### src/hw/cmp_ctrl_pkg.sv
// Constants for the dual comparator control block.
// Assumes one 100 MHz clock and an asynchronous active-low reset.
package cmp_ctrl_pkg;
    localparam int unsigned CLK_MHZ = 100;
    localparam int unsigned NUM_CMP = 2;
    // Settling window after enable, in microseconds
    localparam int unsigned SETTLE_US = 10;
    localparam int unsigned SETTLE_CYC = SETTLE_US * CLK_MHZ;
    localparam int unsigned SETTLE_W = 10;
    // Bit of the secondary power control word that cuts comparator power
    localparam int unsigned PWR_CMP_OFF_BIT = 5;
    localparam logic RST_OUT = 1'b1;
    localparam logic RST_FLAG = 1'b0;
    localparam logic RST_CFG = 1'b0;
    // Input select encodings
    localparam logic POS_SEL_A = 1'b0;
    localparam logic POS_SEL_B = 1'b1;
    localparam logic NEG_SEL_PIN = 1'b0;
    localparam logic NEG_SEL_REF = 1'b1;
    typedef enum logic [1:0] {
        PM_RUN,
        PM_IDLE,
        PM_PDOWN,
        PM_TOTAL_PDOWN
    } power_mode_t;
endpackage

### src/hw/cmp_channel.sv
// One comparator channel: input select, output with disable forcing, change flag.
// Assumes the analog decisions arrive unsynchronised and are synchronised here.
`timescale 1ns/1ps
`default_nettype none
module cmp_channel
    import cmp_ctrl_pkg::*;
(
    input wire logic i_clk,
    input wire logic i_rstn,
    input wire logic i_active,
    input wire logic i_pos_sel,
    input wire logic i_neg_sel,
    input wire logic i_gt_a_pin,
    input wire logic i_gt_a_ref,
    input wire logic i_gt_b_pin,
    input wire logic i_gt_b_ref,
    input wire logic i_flag_clr,
    output logic o_out,
    output logic o_flag,
    output logic o_settling
);
    logic [3:0] sync1_r;
    logic [3:0] sync2_r;
    logic out_r;
    logic out_nxt;
    logic flag_r;
    logic flag_nxt;
    logic [SETTLE_W-1:0] settle_r;
    logic [SETTLE_W-1:0] settle_nxt;
    logic active_d_r;
    logic settling_r;
    logic settling_nxt;
    logic sel;

    // ------------------------------------------------------------
    // Synchroniser and selection
    // ------------------------------------------------------------
    always_ff @(posedge i_clk or negedge i_rstn)
    begin
        if (!i_rstn)
        begin
            sync1_r <= 4'h0;
            sync2_r <= 4'h0;
        end
        else
        begin
            sync1_r <= {i_gt_b_ref, i_gt_b_pin, i_gt_a_ref, i_gt_a_pin};
            sync2_r <= sync1_r;
        end
    end

    // Select from the four pre-decided pairings
    always_comb
    begin
        sel = sync2_r[{i_pos_sel, i_neg_sel}];
    end

    // ------------------------------------------------------------
    // Output, flag and settle counter
    // ------------------------------------------------------------
    always_comb
    begin
        out_nxt = i_active ? sel : 1'b1;
        flag_nxt = flag_r;
        if (i_flag_clr)
        begin
            flag_nxt = 1'b0;
        end
        // Set wins over a simultaneous clear
        if (out_nxt != out_r)
        begin
            flag_nxt = 1'b1;
        end
        settle_nxt = settle_r;
        if (i_active && !active_d_r)
        begin
            settle_nxt = SETTLE_W'(SETTLE_CYC);
        end
        else if (!i_active)
        begin
            settle_nxt = '0;
        end
        else if (settle_r != '0)
        begin
            settle_nxt = settle_r - 1'b1;
        end
        // Registered so the advisory output comes straight from a flop
        settling_nxt = (settle_nxt != '0);
    end

    always_ff @(posedge i_clk or negedge i_rstn)
    begin
        if (!i_rstn)
        begin
            out_r <= RST_OUT;
            flag_r <= RST_FLAG;
            settle_r <= '0;
            active_d_r <= 1'b0;
            settling_r <= 1'b0;
        end
        else
        begin
            out_r <= out_nxt;
            flag_r <= flag_nxt;
            settle_r <= settle_nxt;
            active_d_r <= i_active;
            settling_r <= settling_nxt;
        end
    end

    assign o_out = out_r;
    assign o_flag = flag_r;
    assign o_settling = settling_r;
endmodule // cmp_channel
`default_nettype wire

### src/hw/dual_comparator_control.sv
// Dual comparator control: enables, input selects, pins, flags, interrupt, wake.
// Assumes analog comparator decisions on pins; software config as plain ports.
//
// What this block does
// - Output is one when positive input exceeds negative; readable and pin-drivable.
// - Positive input picks one of two pins; negative picks pin or reference.
// - Each comparator can request an interrupt on output change.
// - Change flag sets on every output change; poll or interrupt.
// - One shared interrupt; software reads both flags to find the source.
// - Disabled comparator forces output high; a rise sets the flag.
// - Comparators run in idle and power-down; total power-down disables them.
// - Enabled change interrupts in every mode and wakes the CPU in idle and power-down only.
// - Secondary power control bit 5 disables both comparators.
`timescale 1ns/1ps
`default_nettype none
module dual_comparator_control
    import cmp_ctrl_pkg::*;
#(
    parameter int unsigned N = NUM_CMP
)
(
    input wire logic i_clk,
    input wire logic i_rstn,
    input wire logic [N-1:0] i_enable,
    input wire logic [N-1:0] i_int_enable,
    input wire logic [N-1:0] i_pin_out_enable,
    input wire logic [N-1:0] i_pos_sel,
    input wire logic [N-1:0] i_neg_sel,
    input wire logic [N-1:0] i_flag_write,
    input wire logic [N-1:0] i_flag_wdata,
    input wire logic [7:0] i_secondary_power_control,
    input wire power_mode_t i_power_mode,
    input wire logic [N-1:0] i_gt_a_pin,
    input wire logic [N-1:0] i_gt_a_ref,
    input wire logic [N-1:0] i_gt_b_pin,
    input wire logic [N-1:0] i_gt_b_ref,
    output logic [N-1:0] o_comparator_output,
    output logic [N-1:0] o_comparator_change_flag,
    output logic [N-1:0] o_out_pin,
    output logic [N-1:0] o_out_pin_oe_n,
    output logic [N-1:0] o_settling,
    output logic o_irq,
    output logic o_wake
);
    logic [N-1:0] out_w;
    logic [N-1:0] flag_w;
    logic [N-1:0] settle_w;
    logic [N-1:0] active;
    logic [N-1:0] clr;
    logic cmp_off;
    logic irq_r;
    logic irq_nxt;
    logic wake_r;
    logic wake_nxt;
    logic [N-1:0] pin_r;
    logic [N-1:0] pin_nxt;
    logic [N-1:0] oe_n_r;
    logic [N-1:0] oe_n_nxt;
    logic [N-1:0] set_r;
    logic [N-1:0] set_nxt;

    // ------------------------------------------------------------
    // Power gating
    // ------------------------------------------------------------
    always_comb
    begin
        cmp_off = i_secondary_power_control[PWR_CMP_OFF_BIT];
        // Idle and power-down keep comparators alive
        active = (cmp_off || i_power_mode == PM_TOTAL_PDOWN) ? '0 : i_enable;
        // Only a zero written clears; writing one is ignored
        clr = i_flag_write & ~i_flag_wdata;
    end

    // ------------------------------------------------------------
    // Channels
    // ------------------------------------------------------------
    for (genvar g = 0; g < N; g++)
    begin : g_ch
        cmp_channel u_ch (
            .i_clk(i_clk),
            .i_rstn(i_rstn),
            .i_active(active[g]),
            .i_pos_sel(i_pos_sel[g]),
            .i_neg_sel(i_neg_sel[g]),
            .i_gt_a_pin(i_gt_a_pin[g]),
            .i_gt_a_ref(i_gt_a_ref[g]),
            .i_gt_b_pin(i_gt_b_pin[g]),
            .i_gt_b_ref(i_gt_b_ref[g]),
            .i_flag_clr(clr[g]),
            .o_out(out_w[g]),
            .o_flag(flag_w[g]),
            .o_settling(settle_w[g])
        );
    end

    // ------------------------------------------------------------
    // Interrupt, wake and pin drive
    // ------------------------------------------------------------
    always_comb
    begin
        // One shared request for both flags
        irq_nxt = |(flag_w & i_int_enable);
        // Wake follows the request only while asleep; never in total power-down
        wake_nxt = (i_power_mode != PM_TOTAL_PDOWN) && (i_power_mode != PM_RUN)
            && irq_nxt;
        pin_nxt = out_w;
        oe_n_nxt = ~i_pin_out_enable;
        set_nxt = flag_w;
    end

    always_ff @(posedge i_clk or negedge i_rstn)
    begin
        if (!i_rstn)
        begin
            irq_r <= 1'b0;
            wake_r <= 1'b0;
            pin_r <= '1;
            oe_n_r <= '1;
            set_r <= '0;
        end
        else
        begin
            irq_r <= irq_nxt;
            wake_r <= wake_nxt;
            pin_r <= pin_nxt;
            oe_n_r <= oe_n_nxt;
            set_r <= set_nxt;
        end
    end

    assign o_comparator_output = out_w;
    assign o_comparator_change_flag = flag_w;
    assign o_out_pin = pin_r;
    assign o_out_pin_oe_n = oe_n_r;
    assign o_settling = settle_w;
    assign o_irq = irq_r;
    assign o_wake = wake_r;
endmodule // dual_comparator_control
`default_nettype wire

### config.mk
export PLATFORM = sky130hd
export DESIGN_NAME = dual_comparator_control
export DESIGN_NICKNAME = d
export VERILOG_FILES = /design/src/hw/cmp_ctrl_pkg.sv /design/src/hw/cmp_channel.sv /design/src/hw/dual_comparator_control.sv
export SDC_FILE = /design/constraint.sdc
export NUM_CORES = 1
export LEC_CHECK = 0
export BUFFER_PORTS_ARGS = -buffer_cell sky130_fd_sc_hd__buf_2
export CORE_UTILIZATION = 54
export CTS_CLUSTER_DIAMETER = 100
export DETAILED_ROUTE_END_ITERATION = 12
export PLACE_DENSITY = 0.77
export SLEW_MARGIN = 20
export SYNTH_ARGS = -nofsm -noshare
export SYNTH_HDL_FRONTEND = slang
export SYNTH_SLANG_ARGS = --single-unit
### constraint.sdc
create_clock -name i_clk -period 3 [get_ports i_clk]
set_input_delay 0.3 -clock i_clk [delete_from_list [all_inputs] [get_ports i_clk]]
set_output_delay 0.3 -clock i_clk [all_outputs]
set_load 0.02 [all_outputs]
-- After elaboration in Yosys (flattened, before gate mapping)
Cells that the tools add are included.
- logic and storage cells: 62
- output and inout bits: 12
- input bits: 34
- bits in registers: 50
- $add $sub $neg: 2
- equal/unequal tests: 4
- reductions and logical operators: 15
- mux-type cells: 17
- magnitude comparators: 2
- bitwise gates (word level): 4
- operators with widths (operator ; count):
    $mux W10 ; 6
    $reduce_bool A10 Y1 ; 4
    $sub A10 B1 Y10 const B ; 2
    $mux W1 ; 8
    $lt A2 B3 Y1 const B ; 2
    $reduce_bool A2 Y1 ; 3
    $and A2 B2 Y2 ; 2
    $bmux W1 S2 ; 2
    $logic_and A1 B1 Y1 ; 4
    $not A2 Y2 ; 2
    $eq A2 B2 Y1 const B ; 1
    $logic_not A1 Y1 ; 2
    $mux W2 ; 1
    $ne A1 B1 Y1 ; 2
    $ne A2 B2 Y1 const B ; 1
    $reduce_or A2 Y1 ; 1
    $logic_or A1 B1 Y1 ; 1

-- Longest topological paths before layout
Gate-level depths: netlist of run 1.
- word-level depth: 6
- depth in mapped cells: 8
- gate-level depth less buffers: 8

-- Hierarchy
Synthesis of run 1 repeated with hierarchy kept, for this count alone.
- cell total of the unflattened synthesis: 192
- area total of the unflattened synthesis: 2208.4 um2
- modules (own cells, without submodules) (module ; cells each ; area an instance (um2) ; times used ; seq. area each (um2)):
    cmp_channel at g_ch[1].u_ch ; 89 ; 1009.7 ; 1 ; 551.8
    cmp_channel at g_ch[0].u_ch ; 88 ; 980.9 ; 1 ; 551.8
    dual_comparator_control ; 15 ; 217.7 ; 1 ; 155.1

-- Worst setup path before layout of run 1
No wires, ideal clock.
- path type: reg-to-reg
- start point: reg g_ch[0].u_ch.settle_r[0]
- end point: reg g_ch[0].u_ch.settling_r
- arrival time: 1.950 ns
- clock period less this slack: 2.085 ns
- buffers on the path: 1
- required time: 2.865 ns
- setup time: 0.135 ns
- cell stages (with the launch flop): 9
- setup slack: 0.915 ns
- cells stage by stage: dfrtp_1 -> inv_1 -> ha_1 -> or3b_2 -> clkbuf_1 -> o31ai_1 -> nand3_1 -> nor4_1 -> o211ai_1
- longest elaborated chain between the ends: 5
- elaborated cells between the ends (all ways): 6
- those cells by class: 1 x add/sub; 3 x mux; 2 x reduce/logical
- RTL lines (element ; RTL line ; RTL):
    start: declaration ; cmp_channel.sv:28 ; logic [SETTLE_W-1:0] settle_r;
    start signal: assignment ; cmp_channel.sv:105 ; settle_r <= settle_nxt;
    $sub A10 B1 Y10 or $reduce_bool A10 Y1 (tied branches) ; cmp_channel.sv:85, cmp_channel.sv:83 ;
    $mux W10 * ; cmp_channel.sv:83 ; else if (settle_r != '0)
    $mux W10 * ; cmp_channel.sv:79 ; else if (!i_active)
    $mux W10 * ; cmp_channel.sv:75 ; if (i_active && !active_d_r)
    $reduce_bool A10 Y1 * ; cmp_channel.sv:88 ; settling_nxt = (settle_nxt != '0);
    named net g_ch[0].u_ch.settling_nxt ; cmp_channel.sv:32 ; logic settling_nxt;
    end signal: assignment ; cmp_channel.sv:107 ; settling_r <= settling_nxt;
    end: declaration ; cmp_channel.sv:31 ; logic settling_r;
Mark *: on every way through the listed nets, which the timed path passes. The rest lies on a longest branch.
A chain may end at the register's enable or synchronous reset.

-- Final worst setup path of run 1
Same ends and word-level chain as after synthesis.

==> tab_implementation.tex, run 1 <==
\begin{tabular}{lr}
\hline
Metric & Value \\
\hline
\multicolumn{2}{l}{\textbf{Outcome}} \\
Result of the run & complete, no violations \\
\multicolumn{2}{l}{\textbf{Clock tree}} \\
Cts bufs inserted & 5 \\
H-tree depth & 2 \\
Clock Pin Slew Worst Setup and Hold Paths & $\sim$90 ps \\
Hold\_buf cts & 0 \\
Post-CTS sizing & 0 \\
Post-CTS setup repair buffer count & 0 \\
Source-to-sink clock delay at the later pin of the worst-skew pair & 290 ps \\
Clock Root Buffer & sky130\_fd\_sc\_hd\_\_clkbuf\_8 \\
Maximum buffer depth of the clock tree & 2 \\
TritonCTS clock tree & done \\
Clock sinks & 50 \\
\multicolumn{2}{l}{\textbf{Global route}} \\
Number of antenna violations at the first check in global routing & 0 \\
Maximum number of pins on one net before global-route repair & 51 \\
Grt ovf & 0 \\
Vias in the first global route & 1447 \\
Global-route total usage across every layer & 0.199 \\
Global-route wire length before repair & 6530 um \\
\multicolumn{2}{l}{\textbf{STA}} \\
Final number of setup-violating endpoints & 0 \\
Setup total negative slack & 0 ps \\
Transition at the pin with the smallest max-transition slack & between 600 and 700 ps \\
Final hold viol count & 0 \\
Final Critical Period & around 2300 ps \\
Final critical-path share of the clock period & 0.770 \\
Max-Slew Margin vs Limit & 0.578 \\
Unrepaired setup endpoints after global routing & false \\
Maximum achievable frequency & 433 MHz \\
Number of slew-limit violations in the final report & 0 \\
Clk\_skew & 6.37 ps \\
\multicolumn{2}{l}{\textbf{Synthesis}} \\
Number of warnings reported in the yosys synthesis log & 0 \\
Asr flop ratio synth & 1.00 \\
Post-Syn Instances & just under 200 \\
Top FF cell, synth & sky130\_fd\_sc\_hd\_\_dfrtp\_1 \\
Sequential fraction of the synthesis area & 0.568 \\
Register bit total from synthesis & 50 \\
Mapped cell area & 0.00221 sq mm \\
Library cells used by synthesis & 43 \\
Total nets after synthesis & 234 \\
Avg Inst Size Synth & 11.2 sq um \\
Post-synth EDFFs & 0 \\
\multicolumn{2}{l}{\textbf{Power}} \\
Peak supply drop & about 0.43 mV \\
Static leakage & between 1 and 1.5 nW \\
Power per cell area & approximately 540 mW/mm\^{}2 \\
Total power after layout & 1.34 mW \\
\multicolumn{2}{l}{\textbf{Drt}} \\
ANT nets after route & 0 \\
1st-iter DRT viols & 188 \\
Routed wire length & 3850 um \\
Number of vias in the routed layout & 1614 \\
Number of detailed-routing iterations run before antenna repair & 4 \\
Drt drc & 0 \\
Routed wire length per instance & roughly 14 um \\
Average vias per placed instance & 5.78 \\
\multicolumn{2}{l}{\textbf{Final layout}} \\
Share of final-layout standard cells stronger than drive strength 1 & 0.264 \\
Diodes inserted & 0 \\
Combined area of the multi-input logic cells & 825 sq um \\
Highest-count cells in the layout ignoring fill and taps & sky130\_fd\_sc\_hd\_\_dfrtp\_1 (44), sky130\_fd\_sc\_hd\_\_buf\_2 (37), sky130\_fd\_sc\_hd\_\_inv\_1 (15) \\
Net count reported at finish & 267 \\
Fillcell total & 297 \\
FF+latch area & 0.00126 sq mm \\
Most frequent standard cell in the layout excluding fill and tap cells & sky130\_fd\_sc\_hd\_\_dfrtp\_1 \\
Post-route cell area & 0.00248 sq mm \\
Area growth from synthesis to layout & 12.1\% \\
Final core utilization & 0.654 \\
\multicolumn{2}{l}{\textbf{Worst setup path}} \\
Worst R2R Path Depth & 7 \\
Ordered cell list for the critical path & inv\_1 -> ha\_1 -> nor3b\_1 -> nand3\_1 -> and3\_1 -> a211o\_1 -> o211ai\_1 \\
Count of buffer and inverter cells on the critical path & 1 \\
Top fanout value on the critical path & 6 \\
Required time worst endpoint & 3190 ps \\
Slowest cell delay on critical path & about 500 ps \\
Family with the most delay on the worst path & simple AND/OR/NAND/NOR gates \\
Worst-case register-to-register setup slack & 690 ps \\
Data arrival, critical path & around 2500 ps \\
Reg-to-reg critical path startpoint & g\_ch[0].u\_ch.settle\_r[0]\$\_DFF\_PN0\_ \\
CP max-delay cell & sky130\_fd\_sc\_hd\_\_nor3b\_1 \\
Type of the worst setup path & flip-flop to flip-flop \\
Worst Setup End Kind & flip-flop \\
Critical Path Source Type & flip-flop \\
End of the worst register-to-register path & g\_ch[0].u\_ch.o\_settling\$\_DFF\_PN0\_ \\
\multicolumn{2}{l}{\textbf{Die}} \\
Full die area & 0.00436 sq mm \\
Die X-Extent & 66.0 um \\
I/O pin cnt & 46 \\
Chip Height & 66.0 um \\
Core Box Area & between 0.003 and 0.004 sq mm \\
Number of placement rows & 22 \\
Initial core utilization & 0.583 \\
\multicolumn{2}{l}{\textbf{Place}} \\
Detail Placement HPWL & 2760 um \\
Input/output buffers & 38 \\
Post-Place Cell Area & 0.00239 sq mm \\
Routability cong. & 0.897 \\
\multicolumn{2}{l}{\textbf{Min path}} \\
Min-Delay Path Class & primary input to async pin \\
\multicolumn{2}{l}{\textbf{Run}} \\
Count of max-cap constraint violations & 0 \\
\hline
\end{tabular}
==> per-stage QoR <==
stage               hold slack [ps]  worst slack (ps)  std cells
floorplan                      4.41               915        197
global placement                332               769        271
detailed placement              337               765        271
CTS                             105               748        279
global route                   63.9               497        279
finish                         11.5               690        279
==> where the power goes <==
| group | internal [mW] | total [mW] | switching [mW] |
|---|---|---|---|
| registers | 0.716 | 0.746 | 0.0293 |
| clock network | 0.186 | 0.386 | 0.200 |
| logic | 0.0863 | 0.210 | 0.124 |
| total | 0.989 | 1.34 | 0.353 |
==> worst reg2reg max path, cell delays in order (launching register included) <==
cell	delay (ps)
sky130_fd_sc_hd__dfrtp_1	440
sky130_fd_sc_hd__inv_1	110
sky130_fd_sc_hd__ha_1	230
sky130_fd_sc_hd__nor3b_1	500
sky130_fd_sc_hd__nand3_1	280
sky130_fd_sc_hd__and3_1	270
sky130_fd_sc_hd__a211o_1	280
sky130_fd_sc_hd__o211ai_1	110
==> state kept, by name, indices dropped and copies added, names as in the netlist <==
signal	cells
g_ch.u_ch.o_flag	2
g_ch.u_ch.sync2_r	8
o_out_pin_oe_n	2
o_irq	1
g_ch.u_ch.o_out	2
o_out_pin	2
g_ch.u_ch.o_settling	2
o_wake	1
g_ch.u_ch.active_d_r	2
g_ch.u_ch.sync1_r	8
g_ch.u_ch.settle_r	20
==> area by class of cell <==
| cell class | count | area share |
|---|---|---|
| clock inverter | 1 | 0.00202 |
| sequential | 50 | 0.507 |
| inverter | 15 | 0.0227 |
| timing repair buffer | 38 | 0.0776 |
| clock buffer | 7 | 0.0348 |
| multi-input combinational | 120 | 0.332 |
| tap | 48 | 0.0242 |
==> cells by family (layout without fill, tap and decap cells) <==
logic type,after synthesis,in the layout,synth area share
simple gates,62,62,0.157
flops,50,50,0.568
compound gates,46,46,0.151
buf+inv,27,61,0.0593
xor+xnor,7,7,0.0277
fa+ha+maj,3,3,0.0170
mux,2,2,0.0203
==> worst max-delay path by stage <==
stage,cells after the start,endpoint,slack [ps],startpoint
final,7,g_ch[0].u_ch.o_settling$_DFF_PN0_,690,g_ch[0].u_ch.settle_r[0]$_DFF_PN0_
after global placement,7,g_ch[0].u_ch.o_settling$_DFF_PN0_,770,g_ch[0].u_ch.settle_r[0]$_DFF_PN0_
after CTS,7,g_ch[1].u_ch.o_settling$_DFF_PN0_,750,g_ch[1].u_ch.settle_r[0]$_DFF_PN0_
after detailed placement,7,g_ch[1].u_ch.o_settling$_DFF_PN0_,770,g_ch[1].u_ch.settle_r[0]$_DFF_PN0_
after floorplan,8,g_ch[0].u_ch.o_settling$_DFF_PN0_,920,g_ch[0].u_ch.settle_r[0]$_DFF_PN0_
after global routing,7,g_ch[0].u_ch.o_settling$_DFF_PN0_,500,g_ch[0].u_ch.settle_r[0]$_DFF_PN0_
==> routing by layer <==
layer / global-route usage / vias to the layer above / wire, um
li1: - / 779 / -
met1: 0.291 / 771 / 1900
met2: 0.292 / 62 / 1640
met3: 0.0448 / 2 / 275
met4: 0.0691 / 0 / 23
met5: 0 / - / 0
==> synthesized netlist by cell type (2+ instances only) <==
| cell | n | area share |
|---|---|---|
| sky130_fd_sc_hd__nand2_1 | 8 | 0.014 |
| sky130_fd_sc_hd__nor2_1 | 12 | 0.020 |
| sky130_fd_sc_hd__nor3_1 | 6 | 0.014 |
| sky130_fd_sc_hd__xnor2_1 | 7 | 0.028 |
| sky130_fd_sc_hd__o21ai_0 | 6 | 0.014 |
| sky130_fd_sc_hd__buf_4 | 6 | 0.020 |
| sky130_fd_sc_hd__dfstp_2 | 6 | 0.071 |
| sky130_fd_sc_hd__or3b_2 | 2 | 0.0079 |
| sky130_fd_sc_hd__nor4_1 | 6 | 0.017 |
| sky130_fd_sc_hd__o311ai_0 | 3 | 0.012 |
| sky130_fd_sc_hd__a21oi_1 | 7 | 0.016 |
| sky130_fd_sc_hd__or4_1 | 4 | 0.014 |
| sky130_fd_sc_hd__o31ai_1 | 6 | 0.020 |
| sky130_fd_sc_hd__inv_1 | 15 | 0.025 |
| sky130_fd_sc_hd__mux4_2 | 2 | 0.020 |
| sky130_fd_sc_hd__nand2b_1 | 4 | 0.011 |
| sky130_fd_sc_hd__dfrtp_1 | 44 | 0.50 |
| sky130_fd_sc_hd__a211oi_1 | 3 | 0.010 |
| sky130_fd_sc_hd__or3_1 | 2 | 0.0056 |
| sky130_fd_sc_hd__ha_1 | 3 | 0.017 |
| sky130_fd_sc_hd__a211o_1 | 2 | 0.0079 |
| sky130_fd_sc_hd__nand3_1 | 9 | 0.020 |
| sky130_fd_sc_hd__clkbuf_1 | 4 | 0.0068 |
| sky130_fd_sc_hd__o41ai_1 | 2 | 0.0079 |
| sky130_fd_sc_hd__a31oi_1 | 9 | 0.025 |
| sky130_fd_sc_hd__nor3b_1 | 2 | 0.0068 |
Power figures use the tool's default switching activity.
==> inputs of run 2 (changes only) <==
Clock period 3 ns to 2.3 ns, I/O delays scaled along.
==> tab_implementation.tex, run 2 (synthesis gave the netlist of run 1 again) <==
\begin{tabular}{lr}
\hline
Metric & Value \\
\hline
\multicolumn{2}{l}{\textbf{Place}} \\
Input/output buffers & 38 \\
Routability cong. & 0.904 \\
Detail Placement HPWL & 3020 um \\
Post-Place Cell Area & 0.00246 sq mm \\
\multicolumn{2}{l}{\textbf{Power}} \\
Static leakage & 1.20 nW \\
Proportion of power drawn by flip-flops and latches & 0.521 \\
Switching fraction of total power & 0.256 \\
Peak supply drop & 0.501 mV \\
Power per cell area & 715 mW/mm\^{}2 \\
Combinational fraction of design power & 0.163 \\
Internal power & approximately 1.4 mW \\
Clock share of power & 0.316 \\
Net load switching power & 0.479 mW \\
\multicolumn{2}{l}{\textbf{Worst setup path}} \\
Ordered cell list for the critical path & inv\_1 -> ha\_2 -> or3b\_2 -> or4\_4 -> a31oi\_4 -> nor3\_1 -> nand3\_1 \\
Required time worst endpoint & 2530 ps \\
Top fanout value on the critical path & 5 \\
Count of buffer and inverter cells on the critical path & 1 \\
Family with the most delay on the worst path & simple AND/OR/NAND/NOR gates \\
Worst R2R Path Depth & 7 \\
Worst Setup End Kind & flip-flop \\
Total stage count of the critical path & 7 \\
Critical Path Source Type & flip-flop \\
CP max-delay cell & sky130\_fd\_sc\_hd\_\_or3b\_2 \\
Type of the worst setup path & flip-flop to flip-flop \\
Slowest cell delay on critical path & 530 ps \\
Data arrival, critical path & roughly 2400 ps \\
\multicolumn{2}{l}{\textbf{Die}} \\
I/O pin cnt & 46 \\
Chip Height & 66.0 um \\
Initial core utilization & 0.583 \\
Die X-Extent & 66.0 um \\
Core Box Area & between 0.003 and 0.004 sq mm \\
Full die area & 0.00436 sq mm \\
Number of placement rows & 22 \\
\multicolumn{2}{l}{\textbf{STA}} \\
Final critical-path share of the clock period & 0.959 \\
Final number of setup-violating endpoints & 0 \\
Final Critical Period & 2210 ps \\
Clk\_skew & 8.05 ps \\
Max-Slew Margin vs Limit & 0.573 \\
Number of slew-limit violations in the final report & 0 \\
Transition at the pin with the smallest max-transition slack & 633 ps \\
Maximum achievable frequency & approximately 450 MHz \\
Final hold viol count & 0 \\
\multicolumn{2}{l}{\textbf{Global route}} \\
Number of antenna violations at the first check in global routing & 0 \\
Global-route wire length before repair & 7070 um \\
Maximum number of pins on one net before global-route repair & 27 \\
Grt ovf & 0 \\
Vias in the first global route & 1619 \\
Global-route total usage across every layer & 0.220 \\
\multicolumn{2}{l}{\textbf{Drt}} \\
ANT nets after route & 0 \\
1st-iter DRT viols & 150 \\
Number of detailed-routing iterations run before antenna repair & 4 \\
Routed wire length & 4230 um \\
Drt drc & 0 \\
Routed wire length per instance & $\sim$15 um \\
Average vias per placed instance & 5.90 \\
Number of vias in the routed layout & 1704 \\
\multicolumn{2}{l}{\textbf{Final layout}} \\
Diodes inserted & 0 \\
Largest registers & g\_ch.u\_ch.settle\_r: 20 flops, g\_ch.u\_ch.sync1\_r: 8 flops, g\_ch.u\_ch.sync2\_r: 8 flops \\
Net count reported at finish & 277 \\
Largest register FFs & 20 \\
FF+latch area & 0.00126 sq mm \\
Post-route cell area & 0.00262 sq mm \\
Share of final-layout standard cells stronger than drive strength 1 & 0.315 \\
Fillcell total & about 300 \\
Highest-count cells in the layout ignoring fill and taps & sky130\_fd\_sc\_hd\_\_dfrtp\_1 (44), sky130\_fd\_sc\_hd\_\_buf\_2 (38), sky130\_fd\_sc\_hd\_\_inv\_1 (15) \\
Area growth from synthesis to layout & 18.1\% \\
Most frequent standard cell in the layout excluding fill and tap cells & sky130\_fd\_sc\_hd\_\_dfrtp\_1 \\
Combined area of the multi-input logic cells & 863 sq um \\
Final core utilization & 0.689 \\
Register bank with the most flops & g\_ch.u\_ch.settle\_r \\
\multicolumn{2}{l}{\textbf{Min path}} \\
Worst hold path stage count & 2 \\
Min-Delay Path Class & primary input to flip-flop \\
\multicolumn{2}{l}{\textbf{Run}} \\
Count of max-cap constraint violations & 0 \\
\multicolumn{2}{l}{\textbf{Clock tree}} \\
Clock Root Buffer & sky130\_fd\_sc\_hd\_\_clkbuf\_8 \\
Source-to-sink clock delay at the later pin of the worst-skew pair & a little under 300 ps \\
Cts bufs inserted & 5 \\
H-tree depth & 2 \\
TritonCTS clock tree & done \\
Clock Pin Slew Worst Setup and Hold Paths & $\sim$80 ps \\
Maximum buffer depth of the clock tree & 2 \\
Post-CTS setup repair buffer count & 0 \\
Clock sinks & 50 \\
\multicolumn{2}{l}{\textbf{Outcome}} \\
Result of the run & complete, no violations \\
\hline
\end{tabular}
-- run 2: per-stage QoR --
| step | TNS [ps] | hold WS, ps | setup WS, ps | total power, mW | std cells |
|---|---|---|---|---|---|
| detailed placement | 0 | 249 | 75.8 | 1.28 | 280 |
| global placement | 0 | 237 | 171 | 1.28 | 280 |
| global route | -13.9 | 12.4 | -9.32 | 1.97 | 289 |
| finish | 0 | 32.7 | 93.5 | 1.87 | 289 |
| CTS | 0 | 18.1 | 66.4 | 1.88 | 289 |
| floorplan | 0 | -65.6 | 215 | 1.19 | 197 |
-- run 2: final cells by class --
cell class                      count  share of cell area
Timing Repair Buffer               48               0.102
Clock inverter                      2              0.0143
Clock buffer                        6              0.0277
Multi-Input combinational cell    120               0.330
Sequential cell                    50               0.481
Tap cell                           48              0.0230
Inverter                           15              0.0215
-- run 2: per-layer routing --
metal	up-vias	global-route usage	routed length, um
met5	-	0	0
met4	0	0.0904	75
met3	12	0.0517	305
met2	83	0.341	1940
met1	806	0.297	1910
li1	803	-	-
-- run 2: final timing paths --
kind	from	to	slack, ps
min	i_pin_out_enable[1]	o_out_pin_oe_n[1]$_DFF_PN1_	30
min in group asynchronous	i_rstn	g_ch[0].u_ch.o_settling$_DFF_PN0_	440
max in group asynchronous	i_rstn	o_out_pin_oe_n[0]$_DFF_PN1_	1210
min reg2reg	g_ch[1].u_ch.sync1_r[0]$_DFF_PN0_	g_ch[1].u_ch.sync2_r[0]$_DFF_PN0_	360
max reg2reg	g_ch[1].u_ch.settle_r[1]$_DFF_PN0_	g_ch[1].u_ch.o_settling$_DFF_PN0_	90
max	g_ch[1].u_ch.settle_r[1]$_DFF_PN0_	g_ch[1].u_ch.o_settling$_DFF_PN0_	90
-- run 2: repair_timing --
item                                   CTS  global route
gates resized for setup                  0             7
hold buffers                             1             0
endpoints found under the hold margin   20             0
setup endpoints to repair                0             2
-- run 2: power by group through the flow --
stage	Sequential, mW	Combinational [mW]	Clock [mW]
after floorplan	0.989	0.202	0
after global placement	0.987	0.290	0
after detailed placement	0.990	0.294	0
after CTS	0.973	0.298	0.614
after global routing	0.982	0.338	0.651
final	0.974	0.305	0.591
